===== config.mk =====
export PLATFORM = sky130hd
export DESIGN_NAME = qbt_top
export DESIGN_NICKNAME = d
export VERILOG_FILES = /design/src/hw/qbt_top.v /design/src/hw/qbt_fifo2.v /design/src/hw/qbt_rx_latch.v
export VERILOG_INCLUDE_DIRS = /design/src /design/src/hw
export SDC_FILE = /design/constraint.sdc
export NUM_CORES = 1
export LEC_CHECK = 0
export BUFFER_PORTS_ARGS = -buffer_cell sky130_fd_sc_hd__buf_2
export CAP_MARGIN = 30
export CORE_MARGIN = 5
export CORE_UTILIZATION = 45
export CTS_CLUSTER_SIZE = 24
export DETAILED_ROUTE_END_ITERATION = 10
export PLACE_DENSITY_LB_ADDON = 0.25
export SETUP_SLACK_MARGIN = 0.2
export SYNTH_ARGS = -nofsm -noshare
export SYNTH_HDL_FRONTEND = slang
export SYNTH_HIERARCHICAL = 1
export SYNTH_SLANG_ARGS = --single-unit

===== constraint.sdc =====
create_clock -name I_MCLK -period 2.9 [get_ports I_MCLK]
set_input_delay 0.29 -clock I_MCLK [delete_from_list [all_inputs] [get_ports I_MCLK]]
set_output_delay 0.29 -clock I_MCLK [all_outputs]
set_load 0.02 [all_outputs]

===== src/hw/qbt_defines.vh =====
// constants for the quad bus transceiver
`ifndef QBT_DEFINES_VH
`define QBT_DEFINES_VH
`define QBT_WIDTH 4
`define QBT_DEPTH 2
`define QBT_ADR_CTRL 32'h00000000
`define QBT_ADR_DATA 32'h00000004
`define QBT_ADR_STAT 32'h00000008
`define QBT_ADR_RXQ 32'h0000000C
`define QBT_CTRL_SEL 0
`define QBT_CTRL_DRV_N 1
`define QBT_CTRL_HOLD 2
`define QBT_CTRL_OE_N 3
`define QBT_CTRL_RST 8'h0A
`endif


===== src/hw/qbt_top.v =====
// quad bus transceiver with wishbone control and open-drain bus
// Behaviour
// - four-bit register fed by A/B multiplexers
// - select low loads A, high loads B
// - load only on driver clock rising edge
// - drive enable high releases all bus lines
// - bus line carries inverted register bit
// - receiver outputs invert sensed bus level
// - driven and received bit keeps polarity
// - receiver senses resolved bus it drives
// - hold low: latch follows inverted bus
// - hold high: latch keeps captured value
// - one shared enable for receiver outputs
// - output disable leaves latch unchanged
// - driver only pulls low or releases
`timescale 1ns/1ps
`include "qbt_defines.vh"
module qbt_top #(
  parameter WIDTH = `QBT_WIDTH,
  parameter DEPTH = `QBT_DEPTH
) (
  input wire I_MCLK,
  input wire I_RESET,
  input wire I_CE,
  input wire [WIDTH-1:0] I_A,
  input wire [WIDTH-1:0] I_B,
  input wire I_DRIVER_REG_CLOCK,
  input wire [WIDTH-1:0] I_BUS_PULL_OTHERS,
  output reg [WIDTH-1:0] O_BUS_PULL,
  output reg [WIDTH-1:0] O_BUS_OE,
  output wire [WIDTH-1:0] O_RX,
  output wire [WIDTH-1:0] O_RX_OE,
  output reg O_RXQ_VALID,
  output reg [WIDTH-1:0] O_RXQ_DATA,
  input wire I_RXQ_READY,
  input wire I_WB_CYC,
  input wire I_WB_STB,
  input wire I_WB_WE,
  input wire [31:0] I_WB_ADR,
  input wire [3:0] I_WB_SEL,
  input wire [31:0] I_WB_DAT,
  output reg [31:0] O_WB_DAT,
  output reg O_WB_ACK
);
  reg [7:0] ctrl_ff; // select, drive enable, hold, output enable
  reg [WIDTH-1:0] drv_ff; // driver register
  reg [WIDTH-1:0] nxt_drv; // next driver register
  reg clk_d_ff; // previous driver clock level
  reg [WIDTH-1:0] bus_ff; // resolved bus sample
  reg [WIDTH-1:0] prev_lat_ff; // latch value last accepted, kept while a word is held back
  reg lat_seen_ff; // held-back latch word not yet queued
  wire sel; // multiplexer select
  wire drv_en_n; // bus drive enable, active low
  wire rx_hold; // receiver latch hold
  wire rx_oe_n; // receiver output enable, active low
  wire [WIDTH-1:0] bus_level; // wired line level
  wire [WIDTH-1:0] lat; // latch contents
  wire [WIDTH-1:0] rx_q; // receiver output register
  wire [WIDTH-1:0] rx_qe; // receiver enable register
  wire q_in_ready; // buffer has room
  wire q_out_valid; // buffer has a word
  wire [WIDTH-1:0] q_out_data; // buffer head
  wire q_push; // new latched word available
  wire q_drain; // output stage or software takes word
  wire sw_pop; // software takes word
  wire wb_req; // new bus request
  assign sel = ctrl_ff[`QBT_CTRL_SEL];
  assign drv_en_n = ctrl_ff[`QBT_CTRL_DRV_N];
  assign rx_hold = ctrl_ff[`QBT_CTRL_HOLD];
  assign rx_oe_n = ctrl_ff[`QBT_CTRL_OE_N];
  assign O_RX = rx_q;
  assign O_RX_OE = rx_qe;
  assign wb_req = I_WB_CYC & I_WB_STB & ~O_WB_ACK;

  // pull-low request of one open-drain line; a set bit pulls, so the line inverts
  function pull_of;
    input bit_val;
    input en_n;
    begin
      pull_of = ~en_n & bit_val;
    end
  endfunction

  // wired level: low when any agent pulls, else pulled up
  assign bus_level = ~(O_BUS_PULL | I_BUS_PULL_OTHERS);

  // multiplexer ahead of each driver flip-flop
  always @* begin
    nxt_drv = drv_ff;
    if (I_DRIVER_REG_CLOCK & ~clk_d_ff) begin
      nxt_drv = sel ? I_B : I_A;
    end
  end

  // driver register and open-drain drive
  always @(posedge I_MCLK) begin : drv_proc
    integer k;
    if (I_RESET) begin
      drv_ff <= {WIDTH{1'b0}};
      clk_d_ff <= 1'b0;
      O_BUS_PULL <= {WIDTH{1'b0}};
      O_BUS_OE <= {WIDTH{1'b0}};
      bus_ff <= {WIDTH{1'b1}};
    end else if (I_CE) begin
      clk_d_ff <= I_DRIVER_REG_CLOCK;
      drv_ff <= nxt_drv;
      bus_ff <= bus_level;
      for (k = 0; k < WIDTH; k = k + 1) begin
        O_BUS_PULL[k] <= pull_of(nxt_drv[k], drv_en_n);
        O_BUS_OE[k] <= pull_of(nxt_drv[k], drv_en_n);
      end
    end
  end

  // receiver path on the resolved bus; double inversion keeps polarity
  qbt_rx_latch #(
    .WIDTH(WIDTH)
  ) u_rx (
    .i_clk(I_MCLK),
    .i_rst(I_RESET),
    .i_ce(I_CE),
    .i_bus_level(bus_ff),
    .i_hold(rx_hold),
    .i_oe_n(rx_oe_n),
    .o_rx(rx_q),
    .o_rx_oe(rx_qe),
    .o_latch(lat)
  );

  // queue each changed latch word, except one replaced by a newer word while the buffer is full
  assign q_push = lat_seen_ff | (lat != prev_lat_ff);
  assign sw_pop = wb_req & ~I_WB_WE & (I_WB_ADR == `QBT_ADR_RXQ) & q_out_valid;
  assign q_drain = (~O_RXQ_VALID | I_RXQ_READY) | sw_pop;

  // change detector; a word held back by a full buffer retries
  always @(posedge I_MCLK) begin
    if (I_RESET) begin
      prev_lat_ff <= {WIDTH{1'b0}};
      lat_seen_ff <= 1'b0;
    end else if (I_CE) begin
      if (q_push & ~q_in_ready) begin
        lat_seen_ff <= 1'b1;
      end else begin
        lat_seen_ff <= 1'b0;
        prev_lat_ff <= lat;
      end
    end
  end

  qbt_fifo2 #(
    .WIDTH(WIDTH),
    .DEPTH(DEPTH)
  ) u_q (
    .i_clk(I_MCLK),
    .i_rst(I_RESET),
    .i_ce(I_CE),
    .i_valid(q_push),
    .o_ready(q_in_ready),
    .i_data(lat),
    .o_valid(q_out_valid),
    .i_ready(q_drain & ~(O_RXQ_VALID & ~I_RXQ_READY & ~sw_pop)),
    .o_data(q_out_data)
  );

  // output stage of the stream, registered
  always @(posedge I_MCLK) begin
    if (I_RESET) begin
      O_RXQ_VALID <= 1'b0;
      O_RXQ_DATA <= {WIDTH{1'b0}};
    end else if (I_CE) begin
      if (~O_RXQ_VALID | I_RXQ_READY) begin
        O_RXQ_VALID <= q_out_valid & ~sw_pop;
        O_RXQ_DATA <= q_out_data;
      end
    end
  end

  // wishbone slave: one-cycle ack, writes honour byte lane 0
  always @(posedge I_MCLK) begin
    if (I_RESET) begin
      ctrl_ff <= `QBT_CTRL_RST;
      O_WB_ACK <= 1'b0;
      O_WB_DAT <= 32'h00000000;
    end else if (I_CE) begin
      O_WB_ACK <= wb_req;
      if (wb_req) begin
        O_WB_DAT <= 32'h00000000;
        if (I_WB_WE) begin
          if (I_WB_ADR == `QBT_ADR_CTRL && I_WB_SEL[0]) begin
            ctrl_ff <= I_WB_DAT[7:0];
          end
        end else begin
          case (I_WB_ADR)
            `QBT_ADR_CTRL: O_WB_DAT <= {24'h000000, ctrl_ff};
            `QBT_ADR_DATA: O_WB_DAT <= {24'h000000, drv_ff, lat};
            `QBT_ADR_STAT: O_WB_DAT <= {24'h000000, bus_ff, 2'h0, q_in_ready, q_out_valid};
            `QBT_ADR_RXQ: O_WB_DAT <= {23'h000000, q_out_valid, 4'h0, q_out_data};
            default: O_WB_DAT <= 32'h00000000;
          endcase
        end
      end
    end
  end
endmodule


===== src/hw/qbt_fifo2.v =====
// two-entry buffer with valid and ready on both sides
`timescale 1ns/1ps
module qbt_fifo2 #(
  parameter WIDTH = 4,
  parameter DEPTH = 2
) (
  input wire i_clk,
  input wire i_rst,
  input wire i_ce,
  input wire i_valid,
  output wire o_ready,
  input wire [WIDTH-1:0] i_data,
  output wire o_valid,
  input wire i_ready,
  output wire [WIDTH-1:0] o_data
);
  reg [WIDTH-1:0] mem_ff [0:DEPTH-1]; // storage words
  reg [1:0] cnt_ff; // entries held
  reg rd_ff; // read pointer
  reg wr_ff; // write pointer
  wire push; // word accepted
  wire pop; // word delivered
  assign o_ready = (cnt_ff != 2'h2);
  assign o_valid = (cnt_ff != 2'h0);
  assign o_data = mem_ff[rd_ff];
  assign push = i_valid & o_ready;
  assign pop = o_valid & i_ready;
  // pointer and count update
  always @(posedge i_clk) begin
    if (i_rst) begin
      cnt_ff <= 2'h0;
      rd_ff <= 1'b0;
      wr_ff <= 1'b0;
    end else if (i_ce) begin
      if (push) begin
        mem_ff[wr_ff] <= i_data;
        wr_ff <= ~wr_ff;
      end
      if (pop) begin
        rd_ff <= ~rd_ff;
      end
      if (push & ~pop) begin
        cnt_ff <= cnt_ff + 2'h1;
      end else if (pop & ~push) begin
        cnt_ff <= cnt_ff - 2'h1;
      end
    end
  end
endmodule


===== src/hw/qbt_rx_latch.v =====
// receiver: inverting input, latch with hold, shared output enable
`timescale 1ns/1ps
module qbt_rx_latch #(
  parameter WIDTH = 4
) (
  input wire i_clk,
  input wire i_rst,
  input wire i_ce,
  input wire [WIDTH-1:0] i_bus_level,
  input wire i_hold,
  input wire i_oe_n,
  output reg [WIDTH-1:0] o_rx,
  output reg [WIDTH-1:0] o_rx_oe,
  output wire [WIDTH-1:0] o_latch
);
  reg [WIDTH-1:0] lat_ff; // latch contents
  reg [WIDTH-1:0] nxt_lat; // next latch contents
  assign o_latch = lat_ff;
  // open latch follows the inverted bus, closed latch keeps
  always @* begin
    nxt_lat = lat_ff;
    if (!i_hold) begin
      nxt_lat = ~i_bus_level;
    end
  end
  // latch state, three-state outputs
  always @(posedge i_clk) begin
    if (i_rst) begin
      lat_ff <= {WIDTH{1'b0}};
      o_rx <= {WIDTH{1'b0}};
      o_rx_oe <= {WIDTH{1'b0}};
    end else if (i_ce) begin
      lat_ff <= nxt_lat;
      o_rx <= nxt_lat;
      o_rx_oe <= {WIDTH{~i_oe_n}};
    end
  end
endmodule


==> results of run 1 <==
## power groups by stage
stage	Sequential (mW)	Clock, mW	Combinational (mW)
after global routing	0.948	0.901	0.494
after CTS	0.941	0.866	0.452
after global placement	0.955	0	0.440
final	0.941	0.845	0.448
after floorplan	0.959	0	0.355
after detailed placement	0.958	0	0.453
## synthesized netlist by cell type (all sizes together) (5+ instances only)
library cell,n,share of area
a21oi,19,0.031
buf,39,0.091
clkbuf,14,0.017
dfxtp,51,0.33
edfxtp,8,0.078
mux2,13,0.049
mux2i,25,0.081
nand2,22,0.027
nand2b,23,0.049
nor2,28,0.034
nor2b,9,0.021
nor4,8,0.023
o31ai,5,0.012
or4,7,0.017
xnor2,5,0.014
## flip-flops by register name, summed over array words and instances, names as in the netlist, 2 cells and up, named ones only
| name | count |
|---|---|
| O_BUS_OE | 4 |
| O_RXQ_DATA | 4 |
| O_WB_DAT | 9 |
| bus_ff | 4 |
| ctrl_ff | 8 |
| drv_ff | 4 |
| prev_lat_ff | 4 |
| u_q/cnt_ff | 2 |
| u_q/mem_ff | 8 |
| u_rx/o_latch | 4 |
## path summary, 6_finish.rpt
path | depth (start not counted) | endpoint | slack (ps) | from
worst max-delay path | 8 | u_q/cnt_ff[1] | 610 | O_WB_ACK
worst min-delay path | 2 | bus_ff[2] | 130 | I_BUS_PULL_OTHERS[2]
worst max register to register | 8 | u_q/cnt_ff[1] | 610 | O_WB_ACK
worst min register to register | 2 | O_WB_DAT[1] | 450 | O_WB_DAT[1]
## critical path: stages (launching register included)
cell and delay [ps]:
dfxtp_1 360, nor4bb_1 490, nand4_1 170, o31ai_1 280
nand2_1 110, ha_1 270, and2b_1 240, a21oi_1 80
a31o_1 180
## metrics by stage
stage | power [mW] | util | hold slack (ps) | instance area, um2
floorplan | 1.31 | - | 382 | 3170
global placement | 1.39 | 0.508 | 438 | 3410
detailed placement | 1.41 | 0.511 | 444 | 3430
CTS | 2.26 | 0.545 | 112 | 3660
global route | 2.34 | 0.545 | 108 | 3660
finish | 2.23 | 0.545 | 127 | 3660
## layout make-up
cell class	count	share of cell area
timing repair buffer	95	0.136
tap	80	0.0273
sequential	59	0.344
clock inverter	3	0.0109
multi-input combinational	229	0.428
inverter	1	0.00102
clock buffer	13	0.0523
## per-layer routing
metal	GRT usage	vias to the layer above	routed length [um]
li1	-	1219	-
met1	0.204	1147	3000
met2	0.281	107	3440
met3	0.0617	5	680
met4	0.0549	0	72
met5	0	-	0
## cell families (layout without fill, tap and decap cells)
group | Yosys count | in the layout
AND/OR/NAND/NOR | 116 | 116
multiplexers | 40 | 40
flip-flops | 59 | 59
XOR/XNOR | 7 | 7
other | 1 | 23
buffers and inverters | 54 | 112
AO/OA/AOI/OAI | 42 | 42
adder cells (fa/ha/maj) | 1 | 1
==> results.toml, run 1 <==
[die]
boundaryPins = 142
start_util = 0.459
die_y_um = 92.8
core_um2 = 6720
design.die.area_um2 = 8610
fp.dieW_um = 92.8
rows = 30

[outcome]
outcome = "finished clean"

[power]
p_sw_mw = 0.614
pwr-share-comb = 0.201
power_frac_seq = 0.421
sw_frac_of_total = 0.275
power.density_nw_per_um2 = 610
clkPwrFrac = 0.378
peakVddDrop_mv = 0.242
p_leak_nw = 1.59
internal-power_mw = 1.62

[clocking]
cts_inserted_buffers = 9
cts-root-buf = "clkbuf_8"
ctsLongestPathBuffers = 2
clock_sinks = 59
clkTransAtPathRegs_ps = 70
insertion_delay_ps = 340
hold_buffers = 0
cts_tree = "yes"
cts_setup_buffers = 0
htree_levels = 3
cts_resized = 0

[yosys]
synth_seq_cells = 59
synth_area_um2 = 3080
synth_cells = 320
synth_xor_area_frac = 0.0199
synth-simple-area-share = 0.216
avgSynthCellArea_um2 = 9.63
synth_fa_ha_area_frac = 0.00406
synthArstFlopShare = 0
synthMuxAreaShare = 0.144
synth_cell_types = 46
ys.flop_type = "dfxtp_1"
synth_top_family_by_area = "simple AND/OR/NAND/NOR gates"
seq_area_frac_synth = 0.409
synth_compound_area_frac = 0.0958
synth-edff-count = 8
yosysWarningCount = 6

[sta]
finalSetupViolations = 0
drv_slew = 0
hold_violations = 0
slew_headroom = 0.497
fin_tns_setup_ps = 0
post-route-min-period_ps = 2290
finClkSkew_ps = 6.89
grt_setup_unrepaired = "false"
fmax_ghz = 0.436
final.setup.worst_slack_ps = 607
min_period_over_period = 0.791
tightest_slew_ps = 749

[final_layout]
final_common_cell = "buf_2"
nets = 484
drive_gt1_frac = 0.330
final_cell_mix = "91 x buf_2, 51 x dfxtp_1, 28 x nor2_1"
multi_input_area_um2 = 1570
n_fill_cell = 607
fin_cells = 480
syn2layout_area_growth_pct = 18.8
seq_area_um2 = 1260
insertedDiodeCount = 0

[drt]
drc = 0
finalWirelength_um = 7190
postRouteAntennaNets = 0
wl_per_cell_um = 15.0
avgViaCountPerCell = 5.16
drt_iter0_drc = 130
via_count = 2478
first_pass_iters = 5

[placed_design]
dpl.hpwl_um = 5500
gp_congestion = 0.802
port_buffers = 91
placed_cells = 464
post-place-ws_ps = 608

[setup_path]
cp.required_ps = 3130
path_max_fanout = 4
path_class = "register to register"
startpoint_type = "register"
crit_path_end_kind = "register"
cp.arrival_ps = 2520

[global_routing]
grt_max_degree = 60
grt_remaining_overflow = 0
grt_usage = 0.170
grt_pass1_wl_um = 11400
antenna_found_initial = 0
grt_pass1_vias = 2338

[hold_path]
worst_hold_path_type = "input port to register"

[job]
max_cap_violations = 0
Note: power is estimated with default switching activity, not from simulation.
==> inputs of run 2 (changes only) <==
- ABC_AREA: unset -> 1
- CORE_UTILIZATION: 45 -> 43
- clock period: 2.9 -> 2.1 ns (I/O delays scaled with it)
==> run 2 against run 1 <==
Effect of this change:
- worst hold slack got worse by 67 ps
- clock skew increased by 3.5 ps
- combinational power increased by 50%
- worst setup slack got worse by 250 ps
- register-to-register slack got worse by 250 ps
- core utilization decreased by 2.1 points
- power increased by 27%
- cell area increased by 3.8%
- die area increased by 7.4%
- largest power group unchanged
==> results.toml, run 2 <==
[sta]
fmax_ghz = 0.574
grt_setup_unrepaired = "false"
min_period_over_period = 0.829
finClkSkew_ps = 10.4
tightest_slew_ps = 516
hold_violations = 0
drv_slew = 0
finalSetupViolations = 0
fin_tns_setup_ps = 0
slew_headroom = 0.656
post-route-min-period_ps = 1740
hold_ws_ps = 59.5

[global_routing]
antenna_found_initial = 0
grt_usage = 0.168
met3_usage = 0.0618
grt_pass1_wl_um = 12000
grt_pass1_vias = 2747
grt_use_met1 = 0.187
grt_use_met2 = 0.298
gr-max-usage-layer = "met2"
grt_remaining_overflow = 0
grt_max_degree = 30

[power]
p_sw_mw = 0.887
sw_frac_of_total = 0.312
pwr-share-comb = 0.237
clkPwrFrac = 0.305
power_frac_seq = 0.459
internal-power_mw = 1.96
power.density_nw_per_um2 = 748
p_leak_nw = 1.88
power_mw = 2.85
peakVddDrop_mv = 0.386

[yosys]
synthArstFlopShare = 0
synth_cell_types = 28
seq_area_frac_synth = 0.395
synth_cells = 444
synthMuxAreaShare = 0.0141
synth_compound_area_frac = 0.126
synth_area_um2 = 3190
synth-simple-area-share = 0.304
synth_xor_area_frac = 0.00275
synth-edff-count = 8
avgSynthCellArea_um2 = 7.18
synth_top_cell_by_area = "dfxtp_1"
yosysWarningCount = 6
synth_top_area_frac = 0.320
synth_most_common_cell = "nand2_1"
synth_common_cells = "80 x nand2_1, 59 x nor2_1, 51 x dfxtp_1"
synth_area_leaders = "dfxtp_1 32%, nand2_1 9.4%, buf_4 8.0%, edfxtp_1 7.5%, nand3_1 7.2%"
synth_top_family_by_area = "simple AND/OR/NAND/NOR gates"
synth_fa_ha_area_frac = 0.00392
synth_seq_cells = 59
ys.flop_type = "dfxtp_1"

[setup_path]
cp.required_ps = 2330
crit_start = "u_rx/o_latch[0]"
crit_end = "u_q/cnt_ff[1]"
path_class = "register to register"
timing.rr.end = "u_q/cnt_ff[1]"
r2r_slack_ps = 360
cp.arrival_ps = 1970
reg2reg_from = "u_rx/o_latch[0]"
path_max_fanout = 3
startpoint_type = "register"
worst_r2r_path_depth = 11
crit_path_end_kind = "register"

[clocking]
htree_levels = 3
ctsLongestPathBuffers = 2
cts-root-buf = "clkbuf_8"
cts_setup_buffers = 0
cts_tree = "yes"
clkTransAtPathRegs_ps = 60
clock_sinks = 59
cts_inserted_buffers = 9
insertion_delay_ps = 340

[drt]
drc = 0
avgViaCountPerCell = 4.62
via_count = 2955
finalWirelength_um = 7570
drt_iter0_drc = 127
wl_per_cell_um = 11.8
first_pass_iters = 4
postRouteAntennaNets = 0

[die]
die_y_um = 96.1
fp.dieW_um = 96.1
rows = 31
design.die.area_um2 = 9240
core_um2 = 7250
start_util = 0.440
boundaryPins = 142

[final_layout]
largest_register = "O_WB_DAT"
drive_gt1_frac = 0.270
reg_top3 = "O_WB_DAT: 9 flops, ctrl_ff: 8 flops, u_q/mem_ff: 8 flops"
fin_cells = 639
nets = 624
n_fill_cell = 742
largest_reg_flops = 9
insertedDiodeCount = 0
final_cell_mix = "91 x buf_2, 80 x nand2_1, 58 x nor2_1"
syn2layout_area_growth_pct = 19.2
final_common_cell = "buf_2"

[placed_design]
port_buffers = 91
dpl.hpwl_um = 5850
gp_congestion = 0.854
placed_cells = 623

[hold_path]
worst_hold_path_type = "input port to register"

[job]
max_cap_violations = 0

[outcome]
outcome = "finished clean"
-- run 2: changes by cell type after synthesis, moves of 22 or more --
cell	before	now
o21ai_0	0	24
nand2_1	22	80
inv_1	1	43
mux2i_1	25	0
nand3_1	3	46
nor2_1	28	59
nand2b_1	22	0
a21oi_1	19	44
-- run 2: through the flow --
step,setup WS (ps),area [um2],utilization
global route,210,3800,0.524
CTS,279,3800,0.523
finish,359,3800,0.524
floorplan,204,3290,-
global placement,53.0,3630,0.501
detailed placement,3.82,3630,0.501
-- run 2: worst min path at each step --
stage,from,endpoint,slack [ps],cells after the start
floorplan,I_RESET,u_q/cnt_ff[0],280,1
global placement,I_BUS_PULL_OTHERS[3],bus_ff[3],400,2
detailed placement,I_BUS_PULL_OTHERS[3],bus_ff[3],400,2
CTS,I_BUS_PULL_OTHERS[3],bus_ff[3],40,2
global route,I_BUS_PULL_OTHERS[3],bus_ff[3],50,2
finish,I_BUS_PULL_OTHERS[3],bus_ff[3],60,2
-- run 2: power by group through the flow --
| stage | clock network [mW] | registers, mW | logic, mW |
|---|---|---|---|
| final | 0.868 | 1.30 | 0.673 |
| after global routing | 0.944 | 1.32 | 0.760 |
| after CTS | 0.892 | 1.31 | 0.673 |
| after detailed placement | 0 | 1.33 | 0.671 |
| after global placement | 0 | 1.32 | 0.651 |
| after floorplan | 0 | 1.34 | 0.512 |
-- run 2: what timing repair did --
item,4_1_cts,5_1_grt
resized for setup,0,3
hold endpoints to repair,0,0
hold buffers,0,0
setup endpoints to repair,0,2
-- run 2: layout make-up --
| type | count | area, um2 | share of cell area |
|---|---|---|---|
| Clock buffer | 13 | 149 | 0.0392 |
| Clock inverter | 3 | 15.0 | 0.00395 |
| Inverter | 47 | 176 | 0.0464 |
| Multi-Input combinational cell | 317 | 1550 | 0.407 |
| Sequential cell | 59 | 1260 | 0.332 |
| Tap cell | 99 | 124 | 0.0326 |
| Timing Repair Buffer | 101 | 531 | 0.140 |
-- run 2: critical path, cell delays in order, from the launching register on --
cell and delay (ps):
dfxtp_1 370, inv_1 70, nand2_1 50, o21ai_0 70, a21oi_1 110, nand3_1 160, a21boi_1 200, ha_4 260
nor2_4 110, nand3_2 80, nor2_1 90, nor2_1 50
-- run 2: routing by layer --
metal,vias to the layer above,share of wire,wire length (um)
met1,1293,0.41,3070
met3,13,0.063,474
met4,0,0.012,89
met2,86,0.52,3930
li1,1563,-,-
met5,-,0,0
-- run 2: logic make-up (layout without fill, tap and decap cells) --
group	count (synthesis)	after routing
XOR/XNOR	1	1
AND/OR/NAND/NOR	211	211
flip-flops	59	59
other	1	23
multiplexers	4	4
buffers and inverters	90	164
adder cells (fa/ha/maj)	1	1
AO/OA/AOI/OAI	77	77
==> inputs of run 3 (changes only) <==
- ABC_AREA: 1 -> 0
- CORE_UTILIZATION: 43 -> 42
- clock period: 2.1 -> 1.6 ns (I/O delays scaled with it)
==> run 3 against run 2 <==
Effect of this change:
- the run now ends with setup timing left
- critical path depth shrank 3
- combinational power is 75% higher
- count of clock-buffer cells in the layout rose by 1
- critical path type unchanged
==> results.toml, run 3 (same netlist as run 1, synthesis figures left out) <==
[outcome]
outcome = "finished, violations left"
violations = "setup timing"

[job]
max_cap_violations = 0

[final_layout]
finalInstanceArea_um2 = 4210
syn2layout_area_growth_pct = 36.6
final_common_cell = "buf_2"
final_cell_mix = "91 x buf_2, 41 x dfxtp_1, 28 x nor2_1"
seq_area_um2 = 1280
n_fill_cell = 642
largest_reg_flops = 9
nets = 517
insertedDiodeCount = 0
largest_register = "O_WB_DAT"
drive_gt1_frac = 0.484
reg_top3 = "O_WB_DAT: 9 flops, ctrl_ff: 8 flops, u_q/mem_ff: 8 flops"
multi_input_area_um2 = 1840

[die]
boundaryPins = 142
rows = 31
die_y_um = 95.7
start_util = 0.427
core_um2 = 7210
design.die.area_um2 = 9150
fp.dieW_um = 95.7

[setup_path]
crit_family = "simple AND/OR/NAND/NOR gates"
timing.rr.end = "u_q/cnt_ff[0]"
crit_path_end_kind = "register"
crit_chain = "nor4bb_4, nand4_1, o31ai_4, nand2_2, ha_4, and2b_2, xnor2_2, nor2_1"
slowest_delay_ps = 350
cp.arrival_ps = 2250
cp_num_buf_inv = 0
path_max_fanout = 3
startpoint_type = "register"
r2r_slack_ps = -420
cp.required_ps = 1830
crit_start = "O_WB_ACK"
cp_slowest_cell = "dfxtp_4"
worst_r2r_path_depth = 8
reg2reg_from = "O_WB_ACK"
path_class = "register to register"

[sta]
hold_violations = 0
hold_ws_ps = 72.0
slew_headroom = 0.468
drv_slew = 0
finClkSkew_ps = 12.1
min_period_over_period = 1.26
finalSetupViolations = 6
fin_tns_setup_ps = -1220
fmax_ghz = 0.496
post-route-min-period_ps = 2020
final.setup.worst_slack_ps = -416
grt_setup_unrepaired = "true"
tightest_slew_ps = 797

[drt]
postRouteAntennaNets = 0
via_count = 2606
drc = 0
first_pass_iters = 4
avgViaCountPerCell = 4.91
finalWirelength_um = 7840
drt_iter0_drc = 97
wl_per_cell_um = 14.8

[clocking]
cts_tree = "yes"
cts-root-buf = "clkbuf_8"
clkTransAtPathRegs_ps = 70
insertion_delay_ps = 340
clock_sinks = 59
htree_levels = 3
cts_inserted_buffers = 9
ctsLongestPathBuffers = 2

[hold_path]
min_to = "ctrl_ff[0]"
worstHoldPathCells = 3
worst_hold_path_type = "input port to register"
hold_path_startpoint = "I_WB_DAT[0]"

[placed_design]
placed_cell_area_um2 = 3840
port_buffers = 91
dpl.hpwl_um = 6020
gp_congestion = 0.777

[global_routing]
grt_usage = 0.172
antenna_found_initial = 0
grt_max_degree = 40
grt_pass1_wl_um = 12000
grt_pass1_vias = 2464
grt_remaining_overflow = 0

[power]
power.density_nw_per_um2 = 983
p_leak_nw = 1.80
power_mw = 4.14
peakVddDrop_mv = 0.362
==> run 3: power breakdown <==
part / switching, mW / leakage [nW] / internal [mW]
sequential: 0.0656 / 0.495 / 1.61
combinational: 0.589 / 1.20 / 0.592
clock: 0.555 / 0.0977 / 0.731
total: 1.21 / 1.80 / 2.93
==> run 3: how the worst max path moves through the flow <==
stage	to	slack (ps)	cells past startpoint
floorplan	u_q/cnt_ff[1]	-370	8
global placement	u_q/cnt_ff[1]	-440	9
detailed placement	u_q/cnt_ff[1]	-450	8
CTS	u_q/cnt_ff[1]	-420	8
global route	u_q/cnt_ff[0]	-500	8
finish	u_q/cnt_ff[0]	-420	8
==> run 3: layer usage <==
| metal | routed length (um) | vias to the layer above | GRT usage |
|---|---|---|---|
| li1 | - | 1286 | - |
| met1 | 3370 | 1208 | 0.222 |
| met2 | 3670 | 97 | 0.269 |
| met3 | 651 | 15 | 0.0426 |
| met4 | 151 | 0 | 0.0829 |
| met5 | 0 | - | 0 |
==> run 3: area by class of cell <==
class / count / area share
inverter: 1 / 0.000891
sequential: 59 / 0.303
multi-input combinational: 229 / 0.436
clock inverter: 1 / 0.00119
clock buffer: 14 / 0.0437
tap: 99 / 0.0294
timing repair buffer: 128 / 0.186
==> run 3: stage by stage <==
stage / std cells / setup WS [ps] / utilization
6_report: 531 / -416 / 0.584
5_1_grt: 531 / -498 / 0.584
4_1_cts: 530 / -421 / 0.572
3_5_place_dp: 510 / -447 / 0.533
3_3_place_gp: 510 / -443 / 0.533
2_1_floorplan: 342 / -367 / -
==> run 3: worst register-to-register path, delay by kind of cell, from the launching register on <==
kind            cells  cell delay [ps]
compound gates      1              280
xor+xnor            1              150
simple gates        5              870
flops               1              350
fa+ha+maj           1              260
==> run 3: timing repair <==
action,CTS,global route
cloned,0,0
gates resized for setup,14,20
buffers inserted,1,1
setup endpoints to repair,41,38
hold endpoints to repair,4,0
hold buffers,4,0
pin swaps,12,14
